### src/hw/dlsc_pkg.sv
package dlsc_pkg;
  ////////////////////////////////////////////////////////////////////////////
  // line characters
  localparam logic [7:0] CH_SOH            = 8'h01;
  localparam logic [7:0] CH_EOT            = 8'h04;
  localparam logic [7:0] CH_ENQ            = 8'h05;
  localparam logic [7:0] CH_ACK            = 8'h06;
  localparam logic [7:0] DIGIT_BASE        = 8'h30;
  // router status-change message number (66)
  localparam logic [7:0] ROUTER_MSG_STATUS = 8'h42;
  ////////////////////////////////////////////////////////////////////////////
  // timing: timers count in 1 ms ticks
  localparam int CLK_PERIOD_NS  = 8;
  localparam int TICK_PERIOD_NS = 1000000;
  localparam int TICK_CYC       = TICK_PERIOD_NS / CLK_PERIOD_NS;
  localparam int TICK_W         = 17;
  ////////////////////////////////////////////////////////////////////////////
  // widths and depths
  localparam int NUM_DIGITS = 8;
  localparam int TEL_W      = 32;
  localparam int PORTS_W    = 16;
  localparam int TMR_W      = 16;
  localparam int CNT_W      = 16;
  localparam int STAMP_W    = 32;
  localparam int FIFO_WIDTH = 9;
  localparam int FIFO_DEPTH = 8;
  localparam int BUF_DEPTH  = 64;
  localparam int BUF_AW     = 6;
  ////////////////////////////////////////////////////////////////////////////
  // state types
  typedef enum logic [1:0] {LNK_IDLE, LNK_ONLINE, LNK_OFF_USER, LNK_OFF_FAULT} dlsc_link_e;
  typedef enum logic [2:0] {C_IDLE, C_DIAL, C_ORIG_ID, C_ANSWER, C_UP} dlsc_call_e;
  typedef enum logic [2:0] {T_IDLE, T_FILL, T_SOH, T_BODY, T_EOT, T_WAIT} dlsc_tx_e;
  typedef enum logic [2:0] {R_HUNT, R_LEN, R_BODY, R_ID, R_EOT} dlsc_rx_e;
endpackage

### src/hw/dlsc_buf_mem.sv
`timescale 1ns/1ps
module dlsc_buf_mem
  import dlsc_pkg::*;
(
  input  wire logic              ref_clk,
  input  wire logic              rst_n,
  input  wire logic              wr_en,
  input  wire logic [BUF_AW-1:0] wr_addr,
  input  wire logic [7:0]        wr_data,
  input  wire logic [BUF_AW-1:0] rd_addr,
  output logic      [7:0]        rd_data
);
  typedef struct packed {
    logic [BUF_DEPTH-1:0][7:0] mem;
    logic [7:0]                rd;
  } dlsc_mem_s;

  dlsc_mem_s s_ff;
  dlsc_mem_s nxt_s;

  assign rd_data = s_ff.rd;

  // registered read, old data on a same-address write
  always_comb
  begin
    nxt_s    = s_ff;
    nxt_s.rd = s_ff.mem[rd_addr];
    if (wr_en)
      nxt_s.mem[wr_addr] = wr_data;
  end

  always_ff @(posedge ref_clk or negedge rst_n)
  begin
    if (!rst_n)
      s_ff <= '0;
    else
      s_ff <= nxt_s;
  end
endmodule // dlsc_buf_mem

### src/hw/dlsc_fifo.sv
`timescale 1ns/1ps
module dlsc_fifo #(
  parameter int WIDTH = 9,
  parameter int DEPTH = 8,
  parameter int AW    = 3
) (
  input  wire logic             ref_clk,
  input  wire logic             rst_n,
  input  wire logic             in_valid,
  input  wire logic [WIDTH-1:0] in_data,
  output logic                  in_ready,
  output logic                  out_valid,
  output logic      [WIDTH-1:0] out_data,
  input  wire logic             out_ready
);
  typedef struct packed {
    logic [DEPTH-1:0][WIDTH-1:0] mem;
    logic [AW-1:0]               wp;
    logic [AW-1:0]               rp;
    logic [AW:0]                 cnt;
  } dlsc_fifo_s;

  dlsc_fifo_s s_ff;
  dlsc_fifo_s nxt_s;
  logic       push;
  logic       pop;

  assign in_ready  = (s_ff.cnt != (AW+1)'(DEPTH));
  assign out_valid = (s_ff.cnt != '0);
  assign out_data  = s_ff.mem[s_ff.rp];
  assign push      = in_valid & in_ready;
  assign pop       = out_valid & out_ready;

  always_comb
  begin
    nxt_s = s_ff;
    if (push)
    begin
      nxt_s.mem[s_ff.wp] = in_data;
      nxt_s.wp           = s_ff.wp + 1'b1;
    end
    if (pop)
      nxt_s.rp = s_ff.rp + 1'b1;
    nxt_s.cnt = s_ff.cnt + {{AW{1'b0}}, push} - {{AW{1'b0}}, pop};
  end

  always_ff @(posedge ref_clk or negedge rst_n)
  begin
    if (!rst_n)
      s_ff <= '0;
    else
      s_ff <= nxt_s;
  end
endmodule // dlsc_fifo

### src/hw/dlsc_session.sv
// Function
// on a router dial request, dial the number given for that site.
// once connected, the caller sends start-of-header, own number, end-of-transmission.
// called side looks up caller; on success acknowledges, sets peer ports, goes online.
// caller receiving the acknowledge sets peer ports to called node and goes online.
// failed lookup or refused call makes the caller clear the call down.
// no acknowledge within the wait limit: drop call, tell router forwarding failed.
// caller logs dialled number, connect duration and time the call was made.
// originating side restarts its inactivity timer on every frame or acknowledge sent; a tick in the same cycle in C_UP increments it instead.
// inactivity timer reaching hold limit drops the call and sets link idle; the code sets LNK_IDLE only from LNK_ONLINE and keeps an offline link.
// while a call is up, line-status circuit failure or recovery updates link state.
// line failure discards partial frames; an interrupted send is reported to router.
// crossing between online/idle and offline groups sends status message 66 to router.
// characters are 01, 04, 05, 06 hex; frame is header, envelope, end.
// receiver skips to header or enquiry and answers an enquiry with acknowledge.
// receiver counts envelope length, checks end character, counts good or failed frames.
// unacknowledged frame counts failures and retries, resends up to limit, else reports.
// called side that cannot resolve or refuses the caller sends no acknowledge.
`timescale 1ns/1ps
module dlsc_session
  import dlsc_pkg::*;
#(
  parameter int TICK_CYCLES = TICK_CYC
) (
  input  wire logic               ref_clk,
  input  wire logic               rst_n,
  input  wire logic               dial_req,
  input  wire logic [TEL_W-1:0]   req_number,
  input  wire logic [PORTS_W-1:0] req_ports,
  input  wire logic [TEL_W-1:0]   my_tel_no,
  input  wire logic [TMR_W-1:0]   ack_wait_limit,
  input  wire logic [TMR_W-1:0]   hold_limit,
  input  wire logic [3:0]         retries_allowed,
  input  wire logic               user_offline,
  input  wire logic               txq_valid,
  input  wire logic [7:0]         txq_data,
  input  wire logic               txq_last,
  output logic                    txq_ready,
  output logic                    rxf_valid,
  output logic      [7:0]         rxf_data,
  output logic                    rxf_good,
  output logic                    rxf_bad,
  output logic                    fwd_fail,
  output logic                    stat_msg_valid,
  output logic      [7:0]         stat_msg_code,
  output logic      [1:0]         link_status,
  output logic      [PORTS_W-1:0] peer_ports,
  output logic      [CNT_W-1:0]   frames_rx_cnt,
  output logic      [CNT_W-1:0]   rx_fail_cnt,
  output logic      [CNT_W-1:0]   tx_fail_cnt,
  output logic      [CNT_W-1:0]   tx_ok_cnt,
  output logic                    log_valid,
  output logic      [TEL_W-1:0]   log_number,
  output logic      [STAMP_W-1:0] log_call_time,
  output logic      [STAMP_W-1:0] log_connect_time,
  output logic                    lookup_req,
  output logic      [TEL_W-1:0]   lookup_num,
  input  wire logic               lookup_done,
  input  wire logic               lookup_ok,
  input  wire logic [PORTS_W-1:0] lookup_ports,
  output logic                    dial_go,
  output logic      [TEL_W-1:0]   dial_number,
  input  wire logic               call_up,
  input  wire logic               dial_fail,
  output logic                    hang_up,
  input  wire logic               line_ok,
  output logic                    tx_valid,
  output logic      [7:0]         tx_data,
  input  wire logic               tx_ready,
  input  wire logic               rx_valid,
  input  wire logic [7:0]         rx_data
);
  typedef struct packed {
    dlsc_call_e           cs;
    dlsc_tx_e             ts;
    dlsc_rx_e             rs;
    dlsc_link_e           link;
    logic                 orig;
    logic                 await_id;
    logic                 ack_pend;
    logic                 lk_wait;
    logic                 is_id;
    logic [TICK_W-1:0]    div;
    logic                 tick;
    logic [TMR_W-1:0]     ack_tmr;
    logic [TMR_W-1:0]     hold_tmr;
    logic [STAMP_W-1:0]   conn_tmr;
    logic [STAMP_W-1:0]   now_ms;
    logic [STAMP_W-1:0]   call_time;
    logic [3:0]           retry;
    logic [BUF_AW:0]      wr_idx;
    logic [BUF_AW:0]      tx_len;
    logic [BUF_AW:0]      tx_idx;
    logic [7:0]           rx_len;
    logic [7:0]           rx_cnt;
    logic [TEL_W-1:0]     dial_num;
    logic [TEL_W-1:0]     id_sh;
    logic [TEL_W-1:0]     caller;
    logic [PORTS_W-1:0]   site_ports;
    logic [PORTS_W-1:0]   peer_ports;
    logic                 tx_vld;
    logic [7:0]           tx_dat;
    logic                 rxf_vld;
    logic [7:0]           rxf_dat;
    logic                 rxf_good;
    logic                 rxf_bad;
    logic                 fwd_fail;
    logic                 stat_vld;
    logic                 dial_go;
    logic                 hang_up;
    logic                 lk_req;
    logic                 log_vld;
    logic [CNT_W-1:0]     frames_rx;
    logic [CNT_W-1:0]     rx_fail;
    logic [CNT_W-1:0]     tx_fail;
    logic [CNT_W-1:0]     tx_ok;
  } dlsc_sess_s;

  dlsc_sess_s                  s_ff;
  dlsc_sess_s                  nxt_s;
  logic                        fifo_vld;
  logic [FIFO_WIDTH-1:0]       fifo_dat;
  logic                        fifo_rdy;
  logic [7:0]                  buf_rd;
  logic                        load;
  logic                        ack_seen;
  logic                        drop;
  logic                        sent_ack;

  ////////////////////////////////////////////////////////////////////////////
  // outgoing frame queue and retransmit buffer
  assign fifo_rdy = (s_ff.ts == T_FILL);

  dlsc_fifo #(
    .WIDTH (FIFO_WIDTH),
    .DEPTH (FIFO_DEPTH),
    .AW    (3)
  ) u_fifo (
    .ref_clk   (ref_clk),
    .rst_n     (rst_n),
    .in_valid  (txq_valid),
    .in_data   ({txq_last, txq_data}),
    .in_ready  (txq_ready),
    .out_valid (fifo_vld),
    .out_data  (fifo_dat),
    .out_ready (fifo_rdy)
  );

  dlsc_buf_mem u_buf (
    .ref_clk (ref_clk),
    .rst_n   (rst_n),
    .wr_en   (fifo_vld & fifo_rdy),
    .wr_addr (s_ff.wr_idx[BUF_AW-1:0]),
    .wr_data (fifo_dat[7:0]),
    .rd_addr (nxt_s.tx_idx[BUF_AW-1:0]),
    .rd_data (buf_rd)
  );

  ////////////////////////////////////////////////////////////////////////////
  // outputs
  assign rxf_valid        = s_ff.rxf_vld;
  assign rxf_data         = s_ff.rxf_dat;
  assign rxf_good         = s_ff.rxf_good;
  assign rxf_bad          = s_ff.rxf_bad;
  assign fwd_fail         = s_ff.fwd_fail;
  assign stat_msg_valid   = s_ff.stat_vld;
  assign stat_msg_code    = ROUTER_MSG_STATUS;
  assign link_status      = s_ff.link;
  assign peer_ports       = s_ff.peer_ports;
  assign frames_rx_cnt    = s_ff.frames_rx;
  assign rx_fail_cnt      = s_ff.rx_fail;
  assign tx_fail_cnt      = s_ff.tx_fail;
  assign tx_ok_cnt        = s_ff.tx_ok;
  assign log_valid        = s_ff.log_vld;
  assign log_number       = s_ff.dial_num;
  assign log_call_time    = s_ff.call_time;
  assign log_connect_time = s_ff.conn_tmr;
  assign lookup_req       = s_ff.lk_req;
  assign lookup_num       = s_ff.caller;
  assign dial_go          = s_ff.dial_go;
  assign dial_number      = s_ff.dial_num;
  assign hang_up          = s_ff.hang_up;
  assign tx_valid         = s_ff.tx_vld;
  assign tx_data          = s_ff.tx_dat;

  ////////////////////////////////////////////////////////////////////////////
  always_comb
  begin
    nxt_s          = s_ff;
    drop           = 1'b0;
    sent_ack       = 1'b0;
    load           = !s_ff.tx_vld | tx_ready;
    ack_seen       = rx_valid && (s_ff.rs == R_HUNT) && (rx_data == CH_ACK);
    nxt_s.rxf_vld  = 1'b0;
    nxt_s.rxf_good = 1'b0;
    nxt_s.rxf_bad  = 1'b0;
    nxt_s.fwd_fail = 1'b0;
    nxt_s.stat_vld = 1'b0;
    nxt_s.dial_go  = 1'b0;
    nxt_s.hang_up  = 1'b0;
    nxt_s.lk_req   = 1'b0;
    nxt_s.log_vld  = 1'b0;
    nxt_s.tick     = (s_ff.div == TICK_W'(TICK_CYCLES - 1));
    nxt_s.div      = nxt_s.tick ? '0 : s_ff.div + 1'b1;
    if (s_ff.tick)
      nxt_s.now_ms = s_ff.now_ms + 1'b1;
    if (load)
      nxt_s.tx_vld = 1'b0;
    //////////////////////////////////////////////////////////////////////////
    // transmitter: acknowledges go out only between frames
    if (load && s_ff.ack_pend && (s_ff.ts inside {T_IDLE, T_FILL, T_WAIT}))
    begin
      sent_ack       = 1'b1;
      nxt_s.tx_vld   = 1'b1;
      nxt_s.tx_dat   = CH_ACK;
      nxt_s.ack_pend = 1'b0;
      nxt_s.hold_tmr = '0;
    end
    case (s_ff.ts)
      T_IDLE:
        if (!sent_ack && s_ff.cs == C_UP && s_ff.link == LNK_ONLINE && fifo_vld)
        begin
          nxt_s.ts     = T_FILL;
          nxt_s.wr_idx = '0;
          nxt_s.retry  = '0;
          nxt_s.is_id  = 1'b0;
        end
      T_FILL:
        if (fifo_vld)
        begin
          nxt_s.wr_idx = s_ff.wr_idx + 1'b1;
          if (fifo_dat[8] || s_ff.wr_idx == (BUF_AW+1)'(BUF_DEPTH - 1))
          begin
            nxt_s.tx_len = s_ff.wr_idx + 1'b1;
            nxt_s.ts     = T_SOH;
          end
        end
      T_SOH:
        if (load)
        begin
          nxt_s.tx_vld   = 1'b1;
          nxt_s.tx_dat   = CH_SOH;
          nxt_s.tx_idx   = '0;
          nxt_s.hold_tmr = '0;
          nxt_s.ts       = T_BODY;
        end
      T_BODY:
        if (load)
        begin
          nxt_s.tx_vld = 1'b1;
          nxt_s.tx_dat = s_ff.is_id ? (DIGIT_BASE | {4'h0, s_ff.id_sh[TEL_W-1 -: 4]}) : buf_rd;
          nxt_s.id_sh  = {s_ff.id_sh[TEL_W-5:0], 4'h0};
          nxt_s.tx_idx = s_ff.tx_idx + 1'b1;
          if (nxt_s.tx_idx == s_ff.tx_len)
            nxt_s.ts = T_EOT;
        end
      T_EOT:
        if (load)
        begin
          nxt_s.tx_vld  = 1'b1;
          nxt_s.tx_dat  = CH_EOT;
          nxt_s.ack_tmr = '0;
          nxt_s.ts      = T_WAIT;
        end
      T_WAIT:
        if (ack_seen)
        begin
          nxt_s.ts = T_IDLE;
          if (!s_ff.is_id)
            nxt_s.tx_ok = s_ff.tx_ok + 1'b1;
        end
        else if (s_ff.tick)
        begin
          nxt_s.ack_tmr = s_ff.ack_tmr + 1'b1;
          if (nxt_s.ack_tmr >= ack_wait_limit)
          begin
            if (s_ff.is_id)
            begin
              drop           = 1'b1;
              nxt_s.fwd_fail = 1'b1;
            end
            else
            begin
              nxt_s.tx_fail = s_ff.tx_fail + 1'b1;
              nxt_s.retry   = s_ff.retry + 1'b1;
              if (nxt_s.retry <= retries_allowed)
                nxt_s.ts = T_SOH;
              else
              begin
                nxt_s.ts       = T_IDLE;
                nxt_s.fwd_fail = 1'b1;
              end
            end
          end
        end
      default:
        nxt_s.ts = T_IDLE;
    endcase
    //////////////////////////////////////////////////////////////////////////
    // receiver: events here come after the clears above so they win
    if (rx_valid)
    begin
      case (s_ff.rs)
        R_HUNT:
          if (rx_data == CH_SOH)
          begin
            nxt_s.rs     = s_ff.await_id ? R_ID : R_LEN;
            nxt_s.rx_cnt = '0;
          end
          else if (rx_data == CH_ENQ)
            nxt_s.ack_pend = 1'b1;
        R_LEN:
        begin
          nxt_s.rxf_vld = 1'b1;
          nxt_s.rxf_dat = rx_data;
          nxt_s.rx_len  = rx_data;
          nxt_s.rx_cnt  = 8'h01;
          nxt_s.rs      = (rx_data <= 8'h01) ? R_EOT : R_BODY;
        end
        R_BODY:
        begin
          nxt_s.rxf_vld = 1'b1;
          nxt_s.rxf_dat = rx_data;
          nxt_s.rx_cnt  = s_ff.rx_cnt + 1'b1;
          if (nxt_s.rx_cnt == s_ff.rx_len)
            nxt_s.rs = R_EOT;
        end
        R_ID:
        begin
          nxt_s.caller = {s_ff.caller[TEL_W-5:0], rx_data[3:0]};
          nxt_s.rx_cnt = s_ff.rx_cnt + 1'b1;
          if (nxt_s.rx_cnt == 8'(NUM_DIGITS))
            nxt_s.rs = R_EOT;
        end
        R_EOT:
        begin
          nxt_s.rs = R_HUNT;
          if (s_ff.await_id)
          begin
            nxt_s.await_id = 1'b0;
            if (rx_data == CH_EOT)
            begin
              nxt_s.lk_req  = 1'b1;
              nxt_s.lk_wait = 1'b1;
            end
            else
              drop = 1'b1;
          end
          else if (rx_data == CH_EOT)
          begin
            nxt_s.frames_rx = s_ff.frames_rx + 1'b1;
            nxt_s.rxf_good  = 1'b1;
            nxt_s.ack_pend  = 1'b1;
          end
          else
          begin
            nxt_s.rx_fail = s_ff.rx_fail + 1'b1;
            nxt_s.rxf_bad = 1'b1;
          end
        end
        default:
          nxt_s.rs = R_HUNT;
      endcase
    end
    //////////////////////////////////////////////////////////////////////////
    // call control
    case (s_ff.cs)
      C_IDLE:
        if (dial_req)
        begin
          nxt_s.dial_go    = 1'b1;
          nxt_s.dial_num   = req_number;
          nxt_s.site_ports = req_ports;
          nxt_s.orig       = 1'b1;
          nxt_s.call_time  = s_ff.now_ms;
          nxt_s.cs         = C_DIAL;
        end
        else if (call_up)
        begin
          nxt_s.orig     = 1'b0;
          nxt_s.await_id = 1'b1;
          nxt_s.cs       = C_ANSWER;
        end
      C_DIAL:
        if (dial_fail)
        begin
          drop           = 1'b1;
          nxt_s.fwd_fail = 1'b1;
        end
        else if (call_up)
        begin
          nxt_s.ts       = T_SOH;
          nxt_s.is_id    = 1'b1;
          nxt_s.tx_len   = (BUF_AW+1)'(NUM_DIGITS);
          nxt_s.id_sh    = my_tel_no;
          nxt_s.conn_tmr = '0;
          nxt_s.cs       = C_ORIG_ID;
        end
      C_ORIG_ID:
        if (ack_seen && s_ff.ts == T_WAIT)
        begin
          nxt_s.peer_ports = s_ff.site_ports;
          nxt_s.link       = LNK_ONLINE;
          nxt_s.hold_tmr   = '0;
          nxt_s.cs         = C_UP;
        end
      C_ANSWER:
        if (lookup_done && s_ff.lk_wait)
        begin
          nxt_s.lk_wait = 1'b0;
          if (lookup_ok)
          begin
            nxt_s.ack_pend   = 1'b1;
            nxt_s.peer_ports = lookup_ports;
            nxt_s.link       = LNK_ONLINE;
            nxt_s.cs         = C_UP;
          end
          else
            drop = 1'b1;
        end
      C_UP:
        if (s_ff.orig && s_ff.tick)
        begin
          nxt_s.hold_tmr = s_ff.hold_tmr + 1'b1;
          if (nxt_s.hold_tmr >= hold_limit)
            drop = 1'b1;
        end
      default:
        nxt_s.cs = C_IDLE;
    endcase
    if (s_ff.tick && s_ff.cs inside {C_ORIG_ID, C_ANSWER, C_UP})
      nxt_s.conn_tmr = s_ff.conn_tmr + 1'b1;
    //////////////////////////////////////////////////////////////////////////
    // line watch and user control while the call is up
    if (s_ff.cs == C_UP)
    begin
      if (!line_ok && s_ff.link != LNK_OFF_FAULT)
      begin
        nxt_s.link = LNK_OFF_FAULT;
        nxt_s.rs   = R_HUNT;
        nxt_s.ts   = T_IDLE;
        if (s_ff.rs != R_HUNT)
        begin
          nxt_s.rxf_bad = 1'b1;
          nxt_s.rx_fail = s_ff.rx_fail + 1'b1;
        end
        if (s_ff.ts != T_IDLE)
          nxt_s.fwd_fail = 1'b1;
      end
      else if (line_ok && s_ff.link == LNK_OFF_FAULT)
        nxt_s.link = user_offline ? LNK_OFF_USER : LNK_ONLINE;
      else if (user_offline && s_ff.link inside {LNK_ONLINE, LNK_IDLE})
        nxt_s.link = LNK_OFF_USER;
      else if (!user_offline && s_ff.link == LNK_OFF_USER)
        nxt_s.link = LNK_ONLINE;
    end
    if (!call_up && s_ff.cs inside {C_ORIG_ID, C_ANSWER, C_UP})
      drop = 1'b1;
    //////////////////////////////////////////////////////////////////////////
    // clear down
    if (drop)
    begin
      nxt_s.hang_up  = 1'b1;
      nxt_s.cs       = C_IDLE;
      nxt_s.ts       = T_IDLE;
      nxt_s.rs       = R_HUNT;
      nxt_s.tx_vld   = 1'b0;
      nxt_s.await_id = 1'b0;
      nxt_s.lk_wait  = 1'b0;
      nxt_s.ack_pend = 1'b0;
      nxt_s.orig     = 1'b0;
      nxt_s.log_vld  = s_ff.orig;
      if (s_ff.link == LNK_ONLINE)
        nxt_s.link = LNK_IDLE;
    end
    nxt_s.stat_vld = ((nxt_s.link inside {LNK_OFF_USER, LNK_OFF_FAULT}) !=
                      (s_ff.link inside {LNK_OFF_USER, LNK_OFF_FAULT}));
  end

  always_ff @(posedge ref_clk or negedge rst_n)
  begin
    if (!rst_n)
      s_ff <= '0;
    else
      s_ff <= nxt_s;
  end
endmodule // dlsc_session

### config.mk
export PLATFORM = sky130hd
export DESIGN_NAME = dlsc_session
export DESIGN_NICKNAME = d
export VERILOG_FILES = /design/src/hw/dlsc_pkg.sv /design/src/hw/dlsc_buf_mem.sv /design/src/hw/dlsc_fifo.sv /design/src/hw/dlsc_session.sv
export SDC_FILE = /design/constraint.sdc
export NUM_CORES = 2
export LEC_CHECK = 0
export ABC_AREA = 1
export CAP_MARGIN = 20
export CORE_UTILIZATION = 44
export CTS_CLUSTER_DIAMETER = 60
export CTS_CLUSTER_SIZE = 40
export DETAILED_ROUTE_END_ITERATION = 6
export DONT_BUFFER_PORTS = 1
export PLACE_DENSITY = 0.65
export RECOVER_POWER = 50
export SYNTH_ARGS = -nofsm -noshare
export SYNTH_HDL_FRONTEND = slang
export SYNTH_SLANG_ARGS = --single-unit
### constraint.sdc
create_clock -name ref_clk -period 3.7 [get_ports ref_clk]
set_clock_uncertainty 0.2 [all_clocks]
set_input_delay 0.37 -clock ref_clk [delete_from_list [all_inputs] [get_ports ref_clk]]
set_output_delay 0.37 -clock ref_clk [all_outputs]
set_load 0.1 [all_outputs]
==> results_dict.tcl <==
set metrics [dict create \
    start_util_pct 44.5 \
    top_layer "met4" \
    area_growth_syn_to_layout_pct 10.1 \
    post-route-util_pct 49.0 \
    drive_gt1_share_pct 6.84 \
    postCtsHoldBufs 170 \
    firstDrtPassIters 7 \
    cts_made_buffers 89 \
    cts-root-buf "clkbuf_16" \
    ys_seq_elements 1023 \
    clkSinkCount 1023 \
    fin_hold_ws_ns -0.799 \
    met2_length_um 69000 \
    viasPerCell 5.41 \
    drcViolationCount 2 \
    max_cap_viol_count 5 \
    ys_seq_area_share_pct 48.6 \
    met3_length_um 10400 \
    maxSlewViolCount 990 \
    cts_tree "built" \
    ant_nets 0 \
    irDropWorstVdd_mv 0.891 \
    grt_overflow 0 \
    reg2reg_slack_ns 0.27 \
    worst_pin_slew_ns 4.95 \
    synth-edff-count 0 \
    final-setup-viol-count 0 \
    core_area_mm2 0.118 \
    synthArstFlopShare_pct 100 \
    power_density_mw_per_mm2 821 \
    wirelength_um 147000 \
    fin_crit_ns 3.46 \
    dr.first_iter.drc_count 4395 \
    gp_congestion 0.932 \
    wl_met1_um 62900 \
    ys_warn_count 0 \
    dp.cells 7780 \
    path_max_fanout 1023 \
    r2r-end "fwd_fail" \
    avgSynthCellArea_um2 7.94 \
    grt_pass1_vias 42259 \
    synth-main-ff-cell "dfrtp_1" \
    track_usage_pct 24.1 \
    chipWidth_um 348 \
    synth_area_mm2 0.0526 \
    fin_cells 8121 \
    ff2ff_path_depth 17 \
    vias 43912 \
    worstSetupPathType "in2async" \
    final_cell_mix "nand2_1, dfrtp_1, inv_1" \
    antenna_found_initial 3 \
    grt_max_degree 1024 \
    clockBufferDepth 3 \
    layout_commonest_cell "nand2_1" \
    final.setup.tns_ns 0 \
    rows 126 \
    clk_pin_slew_worst_paths_ns 0.09 \
    critPathLaunchType "primary input" \
    required_ns 2.88 \
    finalCritPeriodShare_pct 93.5 \
    hold_viol_final 621 \
    portBuffers 0 \
    fin_area_mm2 0.0579 \
    finalNetCount 6728 \
    failed_checks "design-rule violations, negative hold slack, max-capacitance violations, max-slew violations" \
    hold_path.class "in2async" \
    die_h_um 348 \
    grt_pass1_wl_um 235000 \
    nFillCells 11285 \
    routedWlPerCell_um 18.2 \
    slew_headroom_pct -230 \
    io_pins 438 \
    ys_types 54 \
    die_area_mm2 0.121 \
    worstSkewPairLatency_ns 0.69 \
    dp_hpwl_um 93100 \
    leakagePower_uw 0.0270 \
    rsz0062_at_grt "yes" \
    outcome "finished, violations left" \
    critPathCaptureType "async pin" \
    htree_num_levels 3 \
    cp.arrival_ns 2.64 \
    max_freq_mhz 289 \
    r2r-start "s_ff[371]" \
    synthCells 6627 \
    placed_area_mm2 0.0532 \
]
cells by family (layout without fill, tap and decap cells):
logic type / after synthesis / in the layout / share of synthesized area (%)
simple gates: 2938 / 2938 / 24.5
compound gates: 987 / 987 / 9.85
mux: 43 / 43 / 0.896
fa+ha+maj: 59 / 59 / 1.42
xor+xnor: 132 / 132 / 2.20
flops: 1023 / 1023 / 48.6
other cells: 2 / 10 / 0.0143
buf+inv: 1443 / 1393 / 12.5
routing by layer:
layer / up-vias / GRT usage [%]
met1: 21081 / 31.7
met5: - / 0
met2: 1534 / 39.3
li1: 21006 / -
met4: 0 / 9.28
met3: 291 / 4.53
final cells by class:
cell class	count	area (um2)	area share, %
tap	1536	1920	3.32
clock inverter	69	888	1.53
inverter	821	3090	5.33
multi-input combinational	4167	20700	35.7
clock buffer	97	2310	3.98
sequential	1023	25600	44.3
timing repair buffer	406	3390	5.85
antenna	2	5.00	0.00864
power by group:
part           internal [uW]  switching [uW]
clock network           5050            5090
registers              13600            5540
logic                   5510           12800
total                  24200           23400
through the flow:
stage	setup slack (ns)	total power [uW]
finish	0.240	47600
global route	-0.0485	50400
CTS	0.152	47700
detailed placement	0.251	37100
global placement	0.346	36800
floorplan	0.316	31900
flip-flops by register name, indices dropped and copies added (netlist names), 2 cells and up:
register          count
frames_rx_cnt        16
dial_number          32
link_status           2
log_connect_time     32
tx_ok_cnt            16
s_ff                185
u_fifo.s_ff          82
u_buf.rd_data         8
tx_data               8
tx_fail_cnt          16
u_buf.s_ff          512
rxf_data              8
log_call_time        32
rx_fail_cnt          16
peer_ports           16
lookup_num           32
synth_stat cells, types with 25 or more instances:
cell type / instances / share of area, %
inv_1: 803 / 5.7
a21oi_1: 74 / 0.70
nand3_1: 601 / 5.7
buf_4: 270 / 3.9
mux2_2: 33 / 0.71
buf_1: 26 / 0.19
nand4_1: 291 / 3.5
nor4_1: 25 / 0.30
o22ai_1: 34 / 0.40
ha_1: 58 / 1.4
nand2_1: 1659 / 12
nor2_1: 253 / 1.8
clkbuf_1: 234 / 1.7
xnor2_1: 27 / 0.45
xor2_1: 105 / 1.7
dfrtp_1: 1023 / 49
nor3_1: 73 / 0.69
buf_2: 91 / 0.87
o21ai_0: 794 / 7.6
timing repair:
action                                   CTS  global route
buffers inserted                           0             2
resized for setup                          0            14
endpoints found under the setup margin     0            24
hold endpoints to repair                1248          1023
worst max-delay path by stage:
stage                          from          endpoint  slack (ns)  cells past startpoint
after floorplan            tx_valid  u_buf.rd_data[3]        0.32                     14
after global placement    s_ff[371]         s_ff[414]        0.35                     19
after detailed placement  s_ff[371]         s_ff[412]        0.25                     19
after CTS                 s_ff[371]          fwd_fail        0.15                     17
after global routing      s_ff[371]          fwd_fail       -0.05                     17
final                         rst_n    dial_number[4]        0.24                      0
Note: power is estimated with default switching activity, not from simulation.
